==> src/core/wdtb_pkg.sv <==
// Package: constants and carrier types for the watchdog timer block
package wdtb_pkg;

  // ---------------------------------------------------------------
  // Register map (byte addresses)
  // ---------------------------------------------------------------
  localparam logic [31:0] WDTB_CTRL_OFF  = 32'h0000_0000;
  localparam logic [31:0] WDTB_CAUSE_OFF = 32'h0000_0004;

  // ---------------------------------------------------------------
  // Field positions, control/status register
  // ---------------------------------------------------------------
  localparam int WDTB_FLAG_BIT = 7;
  localparam int WDTB_IE_BIT   = 6;
  localparam int WDTB_PS3_BIT  = 5;
  localparam int WDTB_CE_BIT   = 4;
  localparam int WDTB_RE_BIT   = 3;
  localparam int WDTB_PSLO_MSB = 2;
  // Reset cause register
  localparam int WDTB_RFLAG_BIT = 3;

  // ---------------------------------------------------------------
  // Values after reset and counts
  // ---------------------------------------------------------------
  localparam logic [7:0]  WDTB_CTRL_RST     = 8'h00;
  localparam int          WDTB_OSC_KHZ      = 128;
  localparam int          WDTB_TOUT_BASE    = 2048;
  localparam logic [3:0]  WDTB_PS_MAX       = 4'h9;
  localparam logic [2:0]  WDTB_CHG_WIN_CYC  = 3'h4;
  localparam logic [1:0]  WDTB_HTRANS_NSEQ  = 2'h2;

  // ---------------------------------------------------------------
  // Carrier types
  // ---------------------------------------------------------------
  typedef struct packed {
    logic        hsel;
    logic [31:0] haddr;
    logic [1:0]  htrans;
    logic        hwrite;
    logic [2:0]  hsize;
    logic [31:0] hwdata;
    logic        hready;
  } wdtb_ahb_req_t;

  typedef struct packed {
    logic [31:0] hrdata;
    logic        hreadyout;
    logic        hresp;
  } wdtb_ahb_rsp_t;

  typedef struct packed {
    logic [19:0] count;
    logic        flag;
    logic        ie;
    logic        re;
    logic [3:0]  psel;
    logic        chg_en;
    logic [2:0]  chg_cnt;
    logic        rst_flag;
    logic        rst_pulse;
    logic        wr_ctrl;
    logic        wr_cause;
    logic [31:0] rdata;
  } wdtb_state_t;

  localparam wdtb_state_t WDTB_STATE_RST = '{default: '0};

endpackage

==> src/core/wdtb_watchdog.sv <==
// Watchdog timer with AHB-Lite register access and timed change protection
//
// Design decisions made here: the AHB-Lite interface to the registers and the register addresses.
`timescale 1ns/1ns

module wdtb_watchdog #(
  parameter int TOUT_BASE = wdtb_pkg::WDTB_TOUT_BASE
) (
  input  wire logic                   hclk,
  input  wire logic                   hresetn,
  input  wire logic                   clk_en,
  input  wire wdtb_pkg::wdtb_ahb_req_t ahb_req,
  output wdtb_pkg::wdtb_ahb_rsp_t     ahb_rsp,
  input  wire logic                   osc_tick,
  input  wire logic                   restart_pulse,
  input  wire logic                   vector_ack,
  input  wire logic                   global_irq_enable,
  input  wire logic                   always_on_fuse,
  output logic                        irq_request,
  output logic                        wake_request,
  output logic                        wdt_reset_pulse
);

  // ---------------------------------------------------------------
  // State
  // ---------------------------------------------------------------
  wdtb_pkg::wdtb_state_t st_q;
  wdtb_pkg::wdtb_state_t st_d;

  logic        fuse_prog;
  logic        eff_re;
  logic        eff_ie;
  logic        running;
  logic [3:0]  ps_code;
  logic [20:0] lim_full;
  logic [19:0] lim_m1;
  logic        timeout;
  logic        addr_take;
  logic        unlock_wr;
  logic [7:0]  wbyte;

  // ---------------------------------------------------------------
  // Effective mode
  // ---------------------------------------------------------------
  assign fuse_prog = ~always_on_fuse;
  assign eff_re    = fuse_prog | st_q.re | st_q.rst_flag;
  assign eff_ie    = ~fuse_prog & st_q.ie;
  assign running   = eff_re | eff_ie;

  // Reserved codes behave as the longest period
  assign ps_code  = (st_q.psel > wdtb_pkg::WDTB_PS_MAX) ? wdtb_pkg::WDTB_PS_MAX : st_q.psel;
  assign lim_full = 21'(TOUT_BASE) << ps_code;
  assign lim_m1   = 20'(lim_full - 21'h1);
  // A count left above a shortened limit times out on the next tick
  assign timeout  = running & osc_tick & (st_q.count >= lim_m1);

  assign addr_take = ahb_req.hsel & ahb_req.hready & ahb_req.htrans[1];
  assign wbyte     = ahb_req.hwdata[7:0];
  assign unlock_wr = st_q.wr_ctrl & wbyte[wdtb_pkg::WDTB_CE_BIT] &
                     wbyte[wdtb_pkg::WDTB_RE_BIT];

  // ---------------------------------------------------------------
  // Register views
  // ---------------------------------------------------------------
  function automatic logic [7:0] ctrl_view(input wdtb_pkg::wdtb_state_t s, input logic fp);
    logic [7:0] v;
    v = 8'h00;
    v[wdtb_pkg::WDTB_FLAG_BIT] = s.flag;
    v[wdtb_pkg::WDTB_IE_BIT]   = ~fp & s.ie;
    v[wdtb_pkg::WDTB_PS3_BIT]  = s.psel[3];
    v[wdtb_pkg::WDTB_CE_BIT]   = s.chg_en;
    v[wdtb_pkg::WDTB_RE_BIT]   = fp | s.re | s.rst_flag;
    v[wdtb_pkg::WDTB_PSLO_MSB:0] = s.psel[2:0];
    return v;
  endfunction

  // ---------------------------------------------------------------
  // Next state
  // ---------------------------------------------------------------
  always_comb begin
    st_d           = st_q;
    st_d.rst_pulse = 1'b0;

    // Change window countdown
    if (st_q.chg_en) begin
      if (st_q.chg_cnt == 3'h1) begin
        st_d.chg_en = 1'b0;
      end
      st_d.chg_cnt = st_q.chg_cnt - 3'h1;
    end

    // Data phase of a control write
    if (st_q.wr_ctrl) begin
      if (wbyte[wdtb_pkg::WDTB_FLAG_BIT]) begin
        st_d.flag = 1'b0;
      end
      st_d.ie = wbyte[wdtb_pkg::WDTB_IE_BIT];
      if (wbyte[wdtb_pkg::WDTB_RE_BIT]) begin
        st_d.re = 1'b1;
      end else if (st_q.chg_en && !st_q.rst_flag) begin
        st_d.re = 1'b0;
      end
      if (st_q.chg_en) begin
        st_d.psel = {wbyte[wdtb_pkg::WDTB_PS3_BIT], wbyte[wdtb_pkg::WDTB_PSLO_MSB:0]};
      end
      if (unlock_wr) begin
        st_d.chg_en  = 1'b1;
        st_d.chg_cnt = wdtb_pkg::WDTB_CHG_WIN_CYC;
      end
    end

    // Data phase of a reset cause write; writing zero clears the flag
    if (st_q.wr_cause && !wbyte[wdtb_pkg::WDTB_RFLAG_BIT]) begin
      st_d.rst_flag = 1'b0;
    end

    // Vectoring clears flag, and enable in combined mode
    if (vector_ack) begin
      st_d.flag = 1'b0;
      if (eff_re) begin
        st_d.ie = 1'b0;
      end
    end

    // Counter
    if (!running || restart_pulse || timeout) begin
      st_d.count = 20'h0;
    end else if (osc_tick) begin
      st_d.count = st_q.count + 20'h1;
    end

    // Time-out action; a set wins over any clear above
    if (timeout) begin
      if (eff_ie && !eff_re) begin
        st_d.flag = 1'b1;
      end else if (eff_ie && eff_re && !st_q.flag) begin
        st_d.flag = 1'b1;
      end else begin
        st_d.rst_pulse = 1'b1;
      end
    end

    // Watchdog reset reinitialises the control fields other than re, which keeps its value
    if (st_d.rst_pulse) begin
      st_d.rst_flag = 1'b1;
      st_d.flag     = 1'b0;
      st_d.ie       = 1'b0;
      st_d.psel     = 4'h0;
      st_d.chg_en   = 1'b0;
      st_d.chg_cnt  = 3'h0;
      st_d.count    = 20'h0;
    end

    // Address phase capture
    st_d.wr_ctrl  = addr_take & ahb_req.hwrite & (ahb_req.haddr == wdtb_pkg::WDTB_CTRL_OFF);
    st_d.wr_cause = addr_take & ahb_req.hwrite & (ahb_req.haddr == wdtb_pkg::WDTB_CAUSE_OFF);
    st_d.rdata    = 32'h0;
    if (addr_take && !ahb_req.hwrite) begin
      if (ahb_req.haddr == wdtb_pkg::WDTB_CTRL_OFF) begin
        st_d.rdata = {24'h0, ctrl_view(st_d, fuse_prog)};
      end else if (ahb_req.haddr == wdtb_pkg::WDTB_CAUSE_OFF) begin
        st_d.rdata = {28'h0, st_d.rst_flag, 3'h0};
      end
    end

    if (!clk_en) begin
      st_d = st_q;
    end
  end

  always_ff @(posedge hclk or negedge hresetn) begin
    if (!hresetn) begin
      st_q <= wdtb_pkg::WDTB_STATE_RST;
    end else begin
      st_q <= st_d;
    end
  end

  // ---------------------------------------------------------------
  // Outputs
  // ---------------------------------------------------------------
  assign ahb_rsp.hrdata    = st_q.rdata;
  assign ahb_rsp.hreadyout = 1'b1;
  assign ahb_rsp.hresp     = 1'b0;
  assign wake_request      = st_q.flag & eff_ie;
  assign irq_request       = wake_request & global_irq_enable;
  assign wdt_reset_pulse   = st_q.rst_pulse;

  // ---------------------------------------------------------------
  // Checks
  // ---------------------------------------------------------------
  chk_reset_pulse_width: assert property (@(posedge hclk) disable iff (!hresetn)
    (wdt_reset_pulse && clk_en) |=> !wdt_reset_pulse)
    else $error("watchdog reset pulse longer than one cycle");

  chk_change_auto_clear: assert property (@(posedge hclk) disable iff (!hresetn)
    ($rose(st_q.chg_en) ##0 (clk_en && !unlock_wr)[*4]) |=> !st_q.chg_en)
    else $error("change enable not cleared after four cycles");

  chk_fuse_lock: assert property (@(posedge hclk) disable iff (!hresetn)
    !always_on_fuse |-> (eff_re && !eff_ie && !irq_request))
    else $error("fuse does not force reset mode");

  chk_flag_forces_re: assert property (@(posedge hclk) disable iff (!hresetn)
    st_q.rst_flag |-> ctrl_view(st_q, fuse_prog)[wdtb_pkg::WDTB_RE_BIT])
    else $error("reset enable reads clear while reset flag set");

  chk_irq_mode_tout: assert property (@(posedge hclk) disable iff (!hresetn)
    (timeout && clk_en && eff_ie && !eff_re) |=> (st_q.flag && !wdt_reset_pulse))
    else $error("interrupt mode time-out did not set flag");

  chk_reset_mode_tout: assert property (@(posedge hclk) disable iff (!hresetn)
    (timeout && clk_en && eff_re && !eff_ie) |=> wdt_reset_pulse)
    else $error("reset mode time-out gave no reset");

  chk_combined_first: assert property (@(posedge hclk) disable iff (!hresetn)
    (timeout && clk_en && eff_re && eff_ie && !st_q.flag) |=> (st_q.flag && !wdt_reset_pulse))
    else $error("first combined time-out wrong");

  chk_combined_second: assert property (@(posedge hclk) disable iff (!hresetn)
    (timeout && clk_en && eff_re && eff_ie && st_q.flag) |=> wdt_reset_pulse)
    else $error("second combined time-out gave no reset");

  chk_restart_clears: assert property (@(posedge hclk) disable iff (!hresetn)
    (restart_pulse && clk_en) |=> (st_q.count == 20'h0))
    else $error("restart did not clear counter");

  chk_protected_hold: assert property (@(posedge hclk) disable iff (!hresetn)
    (st_q.wr_ctrl && !st_q.chg_en && clk_en && !timeout) |=> $stable(st_q.psel))
    else $error("prescaler changed without unlock");

  chk_vector_clear: assert property (@(posedge hclk) disable iff (!hresetn)
    (vector_ack && clk_en && !timeout) |=> !st_q.flag)
    else $error("vectoring did not clear flag");

  chk_reset_sets_flag: assert property (@(posedge hclk) disable iff (!hresetn)
    $rose(wdt_reset_pulse) |-> st_q.rst_flag ##1 st_q.rst_flag)
    else $error("watchdog reset did not set reset flag");

  chk_stopped_count: assert property (@(posedge hclk) disable iff (!hresetn)
    (!running && clk_en) |=> (st_q.count == 20'h0))
    else $error("stopped watchdog counter not held at zero");

  chk_count_advance: assert property (@(posedge hclk) disable iff (!hresetn)
    (running && osc_tick && clk_en && !restart_pulse && !timeout) |=>
      (st_q.count == $past(st_q.count) + 20'h1))
    else $error("counter did not advance on oscillator tick");

  chk_count_idle: assert property (@(posedge hclk) disable iff (!hresetn)
    (running && !osc_tick && !restart_pulse && clk_en) |=> $stable(st_q.count))
    else $error("counter moved without oscillator tick");

  chk_freeze_state: assert property (@(posedge hclk) disable iff (!hresetn)
    !clk_en |=> $stable(st_q))
    else $error("state changed while clock enable low");

  chk_shortest_limit: assert property (@(posedge hclk) disable iff (!hresetn)
    (st_q.psel == 4'h0) |-> (lim_full == 21'(TOUT_BASE)))
    else $error("shortest period wrong");

  chk_reserved_code: assert property (@(posedge hclk) disable iff (!hresetn)
    (st_q.psel > wdtb_pkg::WDTB_PS_MAX) |-> (lim_full == 21'(TOUT_BASE * 512)))
    else $error("reserved prescaler code not longest period");

  chk_fuse_read_back: assert property (@(posedge hclk) disable iff (!hresetn)
    !always_on_fuse |-> (ctrl_view(st_q, fuse_prog)[wdtb_pkg::WDTB_RE_BIT] &&
      !ctrl_view(st_q, fuse_prog)[wdtb_pkg::WDTB_IE_BIT]))
    else $error("fuse lock not visible in control view");

  chk_fuse_tout_reset: assert property (@(posedge hclk) disable iff (!hresetn)
    (timeout && clk_en && !always_on_fuse) |=> wdt_reset_pulse)
    else $error("fuse mode time-out gave no reset");

  chk_pulse_only_tout: assert property (@(posedge hclk) disable iff (!hresetn)
    (!timeout && clk_en) |=> !wdt_reset_pulse)
    else $error("reset pulse without time-out");

  chk_flag_only_tout: assert property (@(posedge hclk) disable iff (!hresetn)
    (!st_q.flag && !timeout) |=> !st_q.flag)
    else $error("interrupt flag set without time-out");

  chk_write_one_clear: assert property (@(posedge hclk) disable iff (!hresetn)
    (st_q.wr_ctrl && wbyte[wdtb_pkg::WDTB_FLAG_BIT] && clk_en && !timeout) |=> !st_q.flag)
    else $error("writing one did not clear flag");

  chk_flag_holds: assert property (@(posedge hclk) disable iff (!hresetn)
    (st_q.flag && !(st_q.wr_ctrl && wbyte[wdtb_pkg::WDTB_FLAG_BIT]) && !vector_ack &&
      !timeout) |=> st_q.flag)
    else $error("interrupt flag lost without clear");

  chk_set_re_free: assert property (@(posedge hclk) disable iff (!hresetn)
    (st_q.wr_ctrl && wbyte[wdtb_pkg::WDTB_RE_BIT] && clk_en) |=> st_q.re)
    else $error("setting reset enable refused");

  chk_re_protected: assert property (@(posedge hclk) disable iff (!hresetn)
    (st_q.re && !st_q.chg_en) |=> st_q.re)
    else $error("reset enable cleared outside change window");

  chk_flag_blocks_clear: assert property (@(posedge hclk) disable iff (!hresetn)
    (st_q.re && st_q.rst_flag) |=> st_q.re)
    else $error("reset enable cleared while reset flag set");

  chk_unlock_opens: assert property (@(posedge hclk) disable iff (!hresetn)
    (unlock_wr && clk_en && !timeout) |=>
      (st_q.chg_en && (st_q.chg_cnt == wdtb_pkg::WDTB_CHG_WIN_CYC)))
    else $error("unlock write did not open change window");

  chk_cause_zero_clear: assert property (@(posedge hclk) disable iff (!hresetn)
    (st_q.wr_cause && !wbyte[wdtb_pkg::WDTB_RFLAG_BIT] && clk_en && !timeout) |=>
      !st_q.rst_flag)
    else $error("writing zero did not clear reset flag");

  chk_cause_holds: assert property (@(posedge hclk) disable iff (!hresetn)
    (st_q.rst_flag && !st_q.wr_cause) |=> st_q.rst_flag)
    else $error("reset flag lost without write");

  chk_irq_gating: assert property (@(posedge hclk) disable iff (!hresetn)
    irq_request |-> (ctrl_view(st_q, fuse_prog)[wdtb_pkg::WDTB_FLAG_BIT] &&
      ctrl_view(st_q, fuse_prog)[wdtb_pkg::WDTB_IE_BIT] && global_irq_enable))
    else $error("interrupt request without flag and enables");

  chk_wake_needs_ie: assert property (@(posedge hclk) disable iff (!hresetn)
    (st_q.flag && !fuse_prog && st_q.ie) |-> wake_request)
    else $error("no wake request on pending time-out");

  chk_vector_ie: assert property (@(posedge hclk) disable iff (!hresetn)
    (vector_ack && eff_re && clk_en) |=> !st_q.ie)
    else $error("vectoring did not clear interrupt enable");

  chk_rdata_idle: assert property (@(posedge hclk) disable iff (!hresetn)
    (clk_en && !(addr_take && !ahb_req.hwrite)) |=> (ahb_rsp.hrdata == 32'h0))
    else $error("read data not zero outside a read");

endmodule

==> config.mk <==
export PLATFORM = sky130hd
export DESIGN_NAME = wdtb_watchdog
export DESIGN_NICKNAME = d
export VERILOG_FILES = /design/src/core/wdtb_pkg.sv /design/src/core/wdtb_watchdog.sv
export SDC_FILE = /design/constraint.sdc
export NUM_CORES = 1
export LEC_CHECK = 0
export ABC_AREA = 0
export BUFFER_PORTS_ARGS = -buffer_cell sky130_fd_sc_hd__buf_2
export CORE_UTILIZATION = 50
export DETAILED_ROUTE_END_ITERATION = 8
export PLACE_DENSITY = 0.8
export SLEW_MARGIN = 25
export SYNTH_ARGS = -nofsm -noshare
export SYNTH_HDL_FRONTEND = slang
export SYNTH_SLANG_ARGS = --single-unit
==> constraint.sdc <==
create_clock -name hclk -period 5.26 [get_ports hclk]
set_input_delay 1.052 -clock hclk [delete_from_list [all_inputs] [get_ports hclk]]
set_output_delay 1.052 -clock hclk [all_outputs]
set_load 0.01 [all_outputs]
======== After elaboration in Yosys (flattened, before gate mapping) ========
Index checks and enable logic that the tools add are counted.
operators by class
  $add $sub $neg .......................... 3
  multiply operators ...................... 0
  divide/modulo/power cells ............... 0
  order comparisons ....................... 2
  equal/unequal tests ..................... 2
  shift-type cells ........................ 1
  multiplexer cells ....................... 25
  bitwise logic cells ..................... 19
  reduce and logical (&&, ||, !) cells .... 17
operators with widths
  cell                                                count
  two-way mux 20 bit                                  2
  == test 32 x 3 -> 1 bit, second input constant      1
  logical NOT 32 bit                                  1
  two-way mux 22 bit                                  1
  adder 20 x 1 -> 20 bit, second input constant       1
  greater-or-equal comparator 20 bit                  1
  two-way mux 4 bit                                   5
  left shift 12 x 4 -> 20 bit, first input constant   1
  subtractor 20 x 1 -> 20 bit, second input constant  1
  two-way mux 8 bit                                   2
  bitwise AND 1 bit                                   13
  two-way mux 1 bit                                   12
  two-way mux 11 bit                                  1
  two-way mux 9 bit                                   1
  logical AND 1 bit                                   6
  logical NOT 1 bit                                   6
  bitwise OR 1 bit                                    5
  > comparator 4 bit, second input constant           1
  == test 3 x 1 -> 1 bit, second input constant       1
  nonzero test 3 bit                                  1
  subtractor 3 x 1 -> 3 bit, second input constant    1
  logical OR 1 bit                                    2
  two-way mux 2 bit                                   1
  AND reduction 2 bit                                 1
  inverter 1 bit                                      1
storage, ports and cells
  register bits after elaboration ......... 67
  latch bits .............................. 0
  memory bits (writable) .................. 0
  bits in read-only memories .............. 0
  input port bits ......................... 80
  output and inout bits ................... 37
  logic and storage cells ................. 81
  memories ................................ 0

======== Longest topological paths before layout ========
Gate-level depths: netlist (run 1).
  depth after elaboration ................. 14
  mapped depth ............................ 16
  depth with buffers taken out ............ 13

======== Least setup slack after synthesis (run 1) ========
No wires, ideal clock.
  path kind ............................... register to register
  from .................................... reg st_q[42] (netlist bit)
  to ...................................... reg st_q, in the netlist ahb_rsp[5]
  data arrival time ....................... 2995 ps
  required time ........................... 5140 ps
  path slack .............................. 2145 ps
  stages on the path, launching flop included .. 14
  clock period less this slack ............ 3115 ps
  cell sequence ........................... dfrtp_1 clkbuf_1 nor2_1 nand3_1 ha_1 nor3_1 a21oi_1 o21a_1 ha_1 and4_1 a221oi_2 a221oi_4 or3b_1 a31o_2
on the way
  word-level cells in the longest chain between the ends .. 11
  elaborated cells between the ends (all ways) .. 12
  those cells by class .................... 1 x add/sub; 2 x order compare; 1 x shift; 6 x mux; 2 x bitwise
RTL lines
  what                                                   RTL line                                   RTL
  from (decl)                                            wdtb_watchdog.sv:27                        wdtb_pkg::wdtb_state_t st_q;
  from (signal assigned)                                 wdtb_watchdog.sv:173                       st_q <= wdtb_pkg::WDTB_STATE_RST;
  from (signal assigned)                                 wdtb_watchdog.sv:175                       st_q <= st_d;
  > comparator 4 bit                                     wdtb_watchdog.sv:51                        assign ps_code = (st_q.psel > wdtb_pkg::WDTB_PS_MAX) ? wdtb_pkg::WDTB_PS_MAX : st_q.psel;
  two-way mux 4 bit (*)                                  wdtb_watchdog.sv:51
  left shift 12 x 4 -> 20 bit (*)                        wdtb_watchdog.sv:52                        assign lim_full = 21'(TOUT_BASE) << ps_code;
  subtractor 20 x 1 -> 20 bit (*)                        wdtb_watchdog.sv:53                        assign lim_m1 = 20'(lim_full - 21'h1);
  greater-or-equal comparator 20 bit (*)                 wdtb_watchdog.sv:55                        assign timeout = running & osc_tick & (st_q.count >= lim_m1);
  bitwise AND 1 bit (*)                                  wdtb_watchdog.sv:55
  two-way mux 1 bit (*)                                  wdtb_watchdog.sv:133                       if (timeout) begin
  two-way mux 9 bit (*)                                  wdtb_watchdog.sv:144                       if (st_d.rst_pulse) begin
  two-way mux 4 bit or bitwise OR 1 bit (tied branches)  wdtb_watchdog.sv:161, wdtb_watchdog.sv:72
  two-way mux 8 bit (*)                                  wdtb_watchdog.sv:159                       if (ahb_req.haddr == wdtb_pkg::WDTB_CTRL_OFF) begin
  two-way mux 8 bit (*)                                  wdtb_watchdog.sv:158                       if (addr_take && !ahb_req.hwrite) begin
Every way passes the cells marked *; elsewhere a longest branch is shown, timed or not.
A chain may end at the register's enable or synchronous reset.

======== Final worst setup path (run 1) ========
  from .................................... reg st_q[42] (netlist bit)
  to ...................................... reg st_q, in the netlist ahb_rsp[6]
on the way
  word-level cells in the longest chain between the ends .. 10
RTL lines
  what                                    RTL line
  > comparator 4 bit                      wdtb_watchdog.sv:51
  two-way mux 4 bit (*)                   wdtb_watchdog.sv:51
  left shift 12 x 4 -> 20 bit (*)         wdtb_watchdog.sv:52
  subtractor 20 x 1 -> 20 bit (*)         wdtb_watchdog.sv:53
  greater-or-equal comparator 20 bit (*)  wdtb_watchdog.sv:55
  bitwise AND 1 bit (*)                   wdtb_watchdog.sv:55
  two-way mux 1 bit (*)                   wdtb_watchdog.sv:133
  two-way mux 9 bit (*)                   wdtb_watchdog.sv:144
  two-way mux 8 bit (*)                   wdtb_watchdog.sv:159
  two-way mux 8 bit (*)                   wdtb_watchdog.sv:158
Marks and branches as above.

==> flow_summary.json, run 1 <==
{
  "seq_area_frac_synth": 0.360,
  "cts.path.max_buffers": 2,
  "setup_viol": 0,
  "synth-compound-area-share": 0.158,
  "cts.sinks": 43,
  "worstPathMaxFanout": 12,
  "yosys_warnings": 0,
  "ys_ff_latch": 43,
  "hold_path_depth": 1,
  "gp_congestion": 0.780,
  "cp.buffers_inverters": 0,
  "p_leak_nw": 1.62,
  "final_cells": 447,
  "reg2regPathDepth": 13,
  "postLayoutCoreUtil": 0.582,
  "synthMuxAreaShare": 0.0184,
  "rrSetupSlack_ns": 1.64,
  "nNetsFinal": 467,
  "crit_slowest_cell": "a221oi_4",
  "hpwl_mm": 4.46,
  "n_antenna_cell": 0,
  "max_cap_violations": 0,
  "outcome": "complete, no violations",
  "max-vdd-ir-drop_mv": 0.123,
  "placedCellCount": 439,
  "ctsHtreeMaxLevel": 2,
  "cp-start-kind": "flip-flop",
  "postRouteAntennaNets": 0,
  "max_freq_mhz": 276,
  "fp.dieW_um": 79.3,
  "syn_to_final_growth_pct": 9.83,
  "io_buffers": 62,
  "synth_xor_area_frac": 0.0498,
  "ios": 117,
  "cts_repair_resize_count": 0,
  "r2r_start": "st_q[42]$_DFFE_PN0P_",
  "postCtsHoldBufs": 0,
  "postSynthCellCount": 325,
  "drtIter0Drc": 169,
  "path_clk_slew_ns": 0.08,
  "postSynthAreaPerCell_um2": 9.20,
  "fill_cells": 507,
  "worstPathCellList": "nor2_1 > nand3_1 > ha_1 > nor3_1 > a21oi_1 > o21a_1 > ha_1 > nand4_1 > nor3_1 > nand2_2 > a221oi_4 > nor4_4 > a31o_2",
  "cts_setup_buffers": 0,
  "hold_viol_final": 0,
  "skew_ns": 0.00317,
  "synth_top_family_by_area": "simple AND/OR/NAND/NOR gates",
  "critPathTopFamily": "simple AND/OR/NAND/NOR gates",
  "yosys.area_share.simple": 0.237,
  "grt_pass1_vias": 2223,
  "multiInputGateArea_mm2": 0.00165,
  "synth_cell_type_count": 64,
  "cp-end-kind": "flip-flop",
  "clk_latency_ns": 0.29,
  "worstSetupPathType": "flip-flop to flip-flop",
  "cts-root-buf": "clkbuf_8",
  "overflow": 0,
  "worst-endpoint-required_ns": 5.45,
  "synth-adder-area-share": 0.0544,
  "fp.dieH_um": 79.3,
  "slew_viol_final": 0,
  "final.min_clock_period_ns": 3.62,
  "synth_area_mm2": 0.00299,
  "core_mm2": 0.00564,
  "rows": 27,
  "final_common_cell": "buf_2",
  "grt_max_degree": 44,
  "design.die.area_mm2": 0.00629,
  "start_util": 0.530,
  "antenna_found_initial": 0,
  "grt_use_total": 0.194,
  "grt_pass1_wl_mm": 9.74,
  "remaining_drc_errors": 0,
  "async_flop_share": 1.00,
  "total_power_uw": 777,
  "max_slew_margin": 0.525,
  "cts_tree": "yes",
  "synth_ff_type": "dfrtp_1",
  "synth_edf_count": 0,
  "arrival_ns": 3.81,
  "via_per_inst": 5.56,
  "final-seq-area_mm2": 0.00108,
  "wl_per_cell_um": 13.2,
  "drive_gt1_frac": 0.261,
  "hp-class": "flip-flop to flip-flop",
  "post-route-period-util": 0.688,
  "final_cell_mix": "buf_2, dfrtp_1, nor2_1, nand2_1, conb_1",
  "via_count": 2486,
  "r2r-end": "ahb_rsp[6]$_DFFE_PN0P_",
  "whs_ns": 0.509,
  "numCtsBuffers": 5,
  "worstHoldStart": "wdt_reset_pulse$_DFFE_PN0P_",
  "power.density_mw_per_mm2": 237,
  "min_to": "wdt_reset_pulse$_DFFE_PN0P_",
  "worstMarginPinSlew_ns": 0.706,
  "critical-path-max-stage-delay_ns": 0.67,
  "rsz0062_at_grt": "false",
  "dr.pass1.iters": 4,
  "wl_mm": 5.89,
  "tns_ns": 0
}
## final cells by class
cell class	count	area share
Tap cell	72	0.0274
Sequential cell	43	0.328
Timing Repair Buffer	63	0.0975
Inverter	14	0.0160
Clock buffer	8	0.0305
Multi-Input combinational cell	247	0.501
## state kept, by name, indices dropped and copies added (netlist names)
name             count
ahb_rsp              8
st_q                34
wdt_reset_pulse      1
## worst max path at each step
stage,cells past startpoint,slack (ns),from,endpoint
after floorplan,13,2.14,st_q[42]$_DFFE_PN0P_,ahb_rsp[5]$_DFFE_PN0P_
after global placement,13,1.70,st_q[42]$_DFFE_PN0P_,ahb_rsp[6]$_DFFE_PN0P_
after detailed placement,13,1.64,st_q[42]$_DFFE_PN0P_,ahb_rsp[6]$_DFFE_PN0P_
after CTS,13,1.61,st_q[42]$_DFFE_PN0P_,ahb_rsp[6]$_DFFE_PN0P_
after global routing,13,1.29,st_q[42]$_DFFE_PN0P_,ahb_rsp[6]$_DFFE_PN0P_
final,13,1.64,st_q[42]$_DFFE_PN0P_,ahb_rsp[6]$_DFFE_PN0P_
## metal layers
metal,up-vias,wire length [um],track usage
li1,1190,-,-
met1,1207,2560,0.245
met2,85,2980,0.344
met3,4,293,0.0287
met4,0,57,0.0527
met5,-,0,0
## cells by family after synthesis
logic type,after synthesis
AND/OR/NAND/NOR,126
AO/OA/AOI/OAI,60
buffers and inverters,59
flip-flops,43
XOR/XNOR,17
adder cells (fa/ha/maj),13
multiplexers,5
other,2
## worst reg2reg max path, stage by stage (launching register included)
cell	delay [ns]
dfrtp_1	0.49
nor2_1	0.21
nand3_1	0.11
ha_1	0.30
nor3_1	0.17
a21oi_1	0.06
o21a_1	0.19
ha_1	0.31
nand4_1	0.10
nor3_1	0.35
nand2_2	0.14
a221oi_4	0.67
nor4_4	0.16
a31o_2	0.28
## metrics by stage
stage / instance area [um2] / setup WS [ns]
finish: 3280 / 1.64
global route: 3280 / 1.29
CTS: 3280 / 1.61
detailed placement: 3180 / 1.64
global placement: 3180 / 1.70
floorplan: 3080 / 2.14
## cell usage after synthesis, types with 7 or more instances
master | n | area share
dfrtp_1 | 43 | 0.36
buf_4 | 34 | 0.085
nand2_1 | 29 | 0.036
nor2_1 | 29 | 0.036
inv_1 | 14 | 0.018
ha_1 | 13 | 0.054
nand3_1 | 12 | 0.020
xor2_1 | 12 | 0.035
a21oi_1 | 10 | 0.017
o21ai_0 | 9 | 0.015
nor2b_1 | 8 | 0.017
nor4_1 | 8 | 0.017
a31o_2 | 7 | 0.021
clkbuf_1 | 7 | 0.0088
nor3_1 | 7 | 0.012
## power breakdown
part	switching (mW)	internal (mW)
registers	0.0282	0.353
clock network	0.112	0.120
logic	0.0932	0.0711
total	0.233	0.544
(Power assumes the default switching activity.)
==> run 2, diff against run 1 <==
CORE_UTILIZATION = 45   (was 50)
PLACE_DENSITY = 0.76   (was 0.8)
clock period = 3.1 ns   (was 5.26 ns; I/O delays follow)
==> flow_summary.json, run 2 (synthesis gave the netlist of run 1 again) <==
{
  "ios": 117,
  "switching_share": 0.320,
  "via_per_inst": 5.32,
  "top_layer": "met4",
  "core_mm2": 0.00639,
  "gp_congestion": 0.859,
  "final_cell_mix": "buf_2, dfrtp_1, nor2_1, nand2_1",
  "start_util": 0.468,
  "drtIter0Drc": 87,
  "hp-class": "primary input to asynchronous set/reset pin",
  "path_clk_slew_ns": 0.08,
  "design.die.area_mm2": 0.00698,
  "arrival_ns": 3.36,
  "post-route-period-util": 1.03,
  "setup_viol": 14,
  "grt_pass1_vias": 2468,
  "p_int_uw": 939,
  "antenna_found_initial": 0,
  "rrSetupSlack_ns": -0.08,
  "max_freq_mhz": 314,
  "cp.buffers_inverters": 2,
  "ctsHtreeMaxLevel": 2,
  "n_antenna_cell": 0,
  "worstSetupPathType": "flip-flop to flip-flop",
  "final_cells": 481,
  "drive_gt1_frac": 0.344,
  "critical-path-max-stage-delay_ns": 0.47,
  "dr_wl_met3_um": 290,
  "design_area_mm2": 0.00361,
  "critPathTopFamily": "compound AO/OA/AOI/OAI gates",
  "rows": 29,
  "violations": "negative setup slack",
  "cp-end-kind": "flip-flop",
  "place_ws_ns": -0.215,
  "power.density_mw_per_mm2": 382,
  "cts-root-buf": "clkbuf_8",
  "hpwl_mm": 4.79,
  "placedCellCount": 467,
  "skew_ns": 0.00336,
  "final_common_cell": "buf_2",
  "wl_mm": 6.53,
  "final.min_clock_period_ns": 3.18,
  "reg2regPathDepth": 15,
  "cp-start-kind": "flip-flop",
  "io_buffers": 62,
  "fp.dieW_um": 83.5,
  "worstPathMaxFanout": 5,
  "r2r-end": "st_q[43]$_DFFE_PN0P_",
  "comb_power_share": 0.284,
  "p_switching_uw": 441,
  "grt_max_degree": 44,
  "syn_to_final_growth_pct": 20.8,
  "overflow": 0,
  "numCtsBuffers": 5,
  "nNetsFinal": 496,
  "routed-wl-met2_mm": 3.32,
  "crit_slowest_cell": "a221oi_4",
  "seq_power_share": 0.463,
  "fill_cells": 550,
  "hold_viol_final": 0,
  "wl_per_cell_um": 13.6,
  "max_slew_margin": 0.583,
  "postLayoutCoreUtil": 0.566,
  "cts.path.max_buffers": 2,
  "slew_viol_final": 0,
  "clk_latency_ns": 0.29,
  "grt_pass1_wl_mm": 10.8,
  "wl_met1_mm": 2.81,
  "largest_reg_flops": 34,
  "grt_use_total": 0.186,
  "dr.pass1.iters": 4,
  "placed_area_mm2": 0.00338,
  "r2r_start": "st_q[42]$_DFFE_PN0P_",
  "remaining_drc_errors": 0,
  "setup_slack_ns": -0.0826,
  "max-vdd-ir-drop_mv": 0.198,
  "total_power_mw": 1.38,
  "max_cap_violations": 0,
  "largest-register": "st_q",
  "tns_ns": -0.534,
  "via_count": 2557,
  "postRouteAntennaNets": 0,
  "outcome": "finished with violations",
  "whs_ns": 0.306,
  "cts_tree": "yes",
  "worstMarginPinSlew_ns": 0.619,
  "pwr-share-clk": 0.253,
  "cts.sinks": 43,
  "rsz0062_at_grt": "true",
  "worst-endpoint-required_ns": 3.28,
  "worstPathCellList": "nor2_4 > nand3_2 > ha_4 > nor3_4 > a21oi_2 > o21a_1 > ha_4 > nand4_1 > nor3_2 > buf_4 > nand2_4 > a221oi_4 > buf_6 > nor3_4 > a22o_1",
  "fp.dieH_um": 83.5,
  "p_leak_nw": 1.80
}
run 2: cell count changes in the layout (fill, tap and decap cells not counted), sizes merged:
cell / before / now
clkbuf: 8 / 5
clkinv: 0 / 3
buf: 63 / 92
run 2: what timing repair did:
item                                    CTS  global route
pin swaps                                11            13
resized for setup                        10            11
endpoints found under the setup margin   37            38
hold buffers                              0             0
buffers inserted                          4             5
run 2: how the worst max path moves through the flow:
| stage | start | end | cells after the start |
|---|---|---|---|
| after detailed placement | st_q[42]$_DFFE_PN0P_ | st_q[43]$_DFFE_PN0P_ | 15 |
| after global placement | st_q[42]$_DFFE_PN0P_ | st_q[43]$_DFFE_PN0P_ | 15 |
| after floorplan | st_q[42]$_DFFE_PN0P_ | st_q[42]$_DFFE_PN0P_ | 15 |
| after CTS | st_q[41]$_DFFE_PN0P_ | ahb_rsp[5]$_DFFE_PN0P_ | 14 |
| after global routing | st_q[42]$_DFFE_PN0P_ | st_q[43]$_DFFE_PN0P_ | 15 |
| final | st_q[42]$_DFFE_PN0P_ | st_q[43]$_DFFE_PN0P_ | 15 |
run 2: power groups by stage:
stage          clock [mW]  sequential (mW)  combinational, mW
4_1_cts             0.360            0.638              0.365
3_5_place_dp            0            0.649              0.340
6_report            0.349            0.640              0.392
2_1_floorplan           0            0.637              0.233
5_1_grt             0.380            0.645              0.433
3_3_place_gp            0            0.646              0.324
run 2: cell type report:
class	instances	area, um2	area share
sequential	43	1080	0.298
clock inverter	3	15.0	0.00416
tap	77	96.3	0.0267
multi-input combinational	247	1740	0.481
clock buffer	5	68.8	0.0190
timing repair buffer	92	566	0.157
inverter	14	52.6	0.0145
run 2: layer usage:
layer	GRT usage	vias up
met5	0	-
met3	0.0198	10
li1	-	1249
met4	0.0724	0
met1	0.231	1213
met2	0.332	85
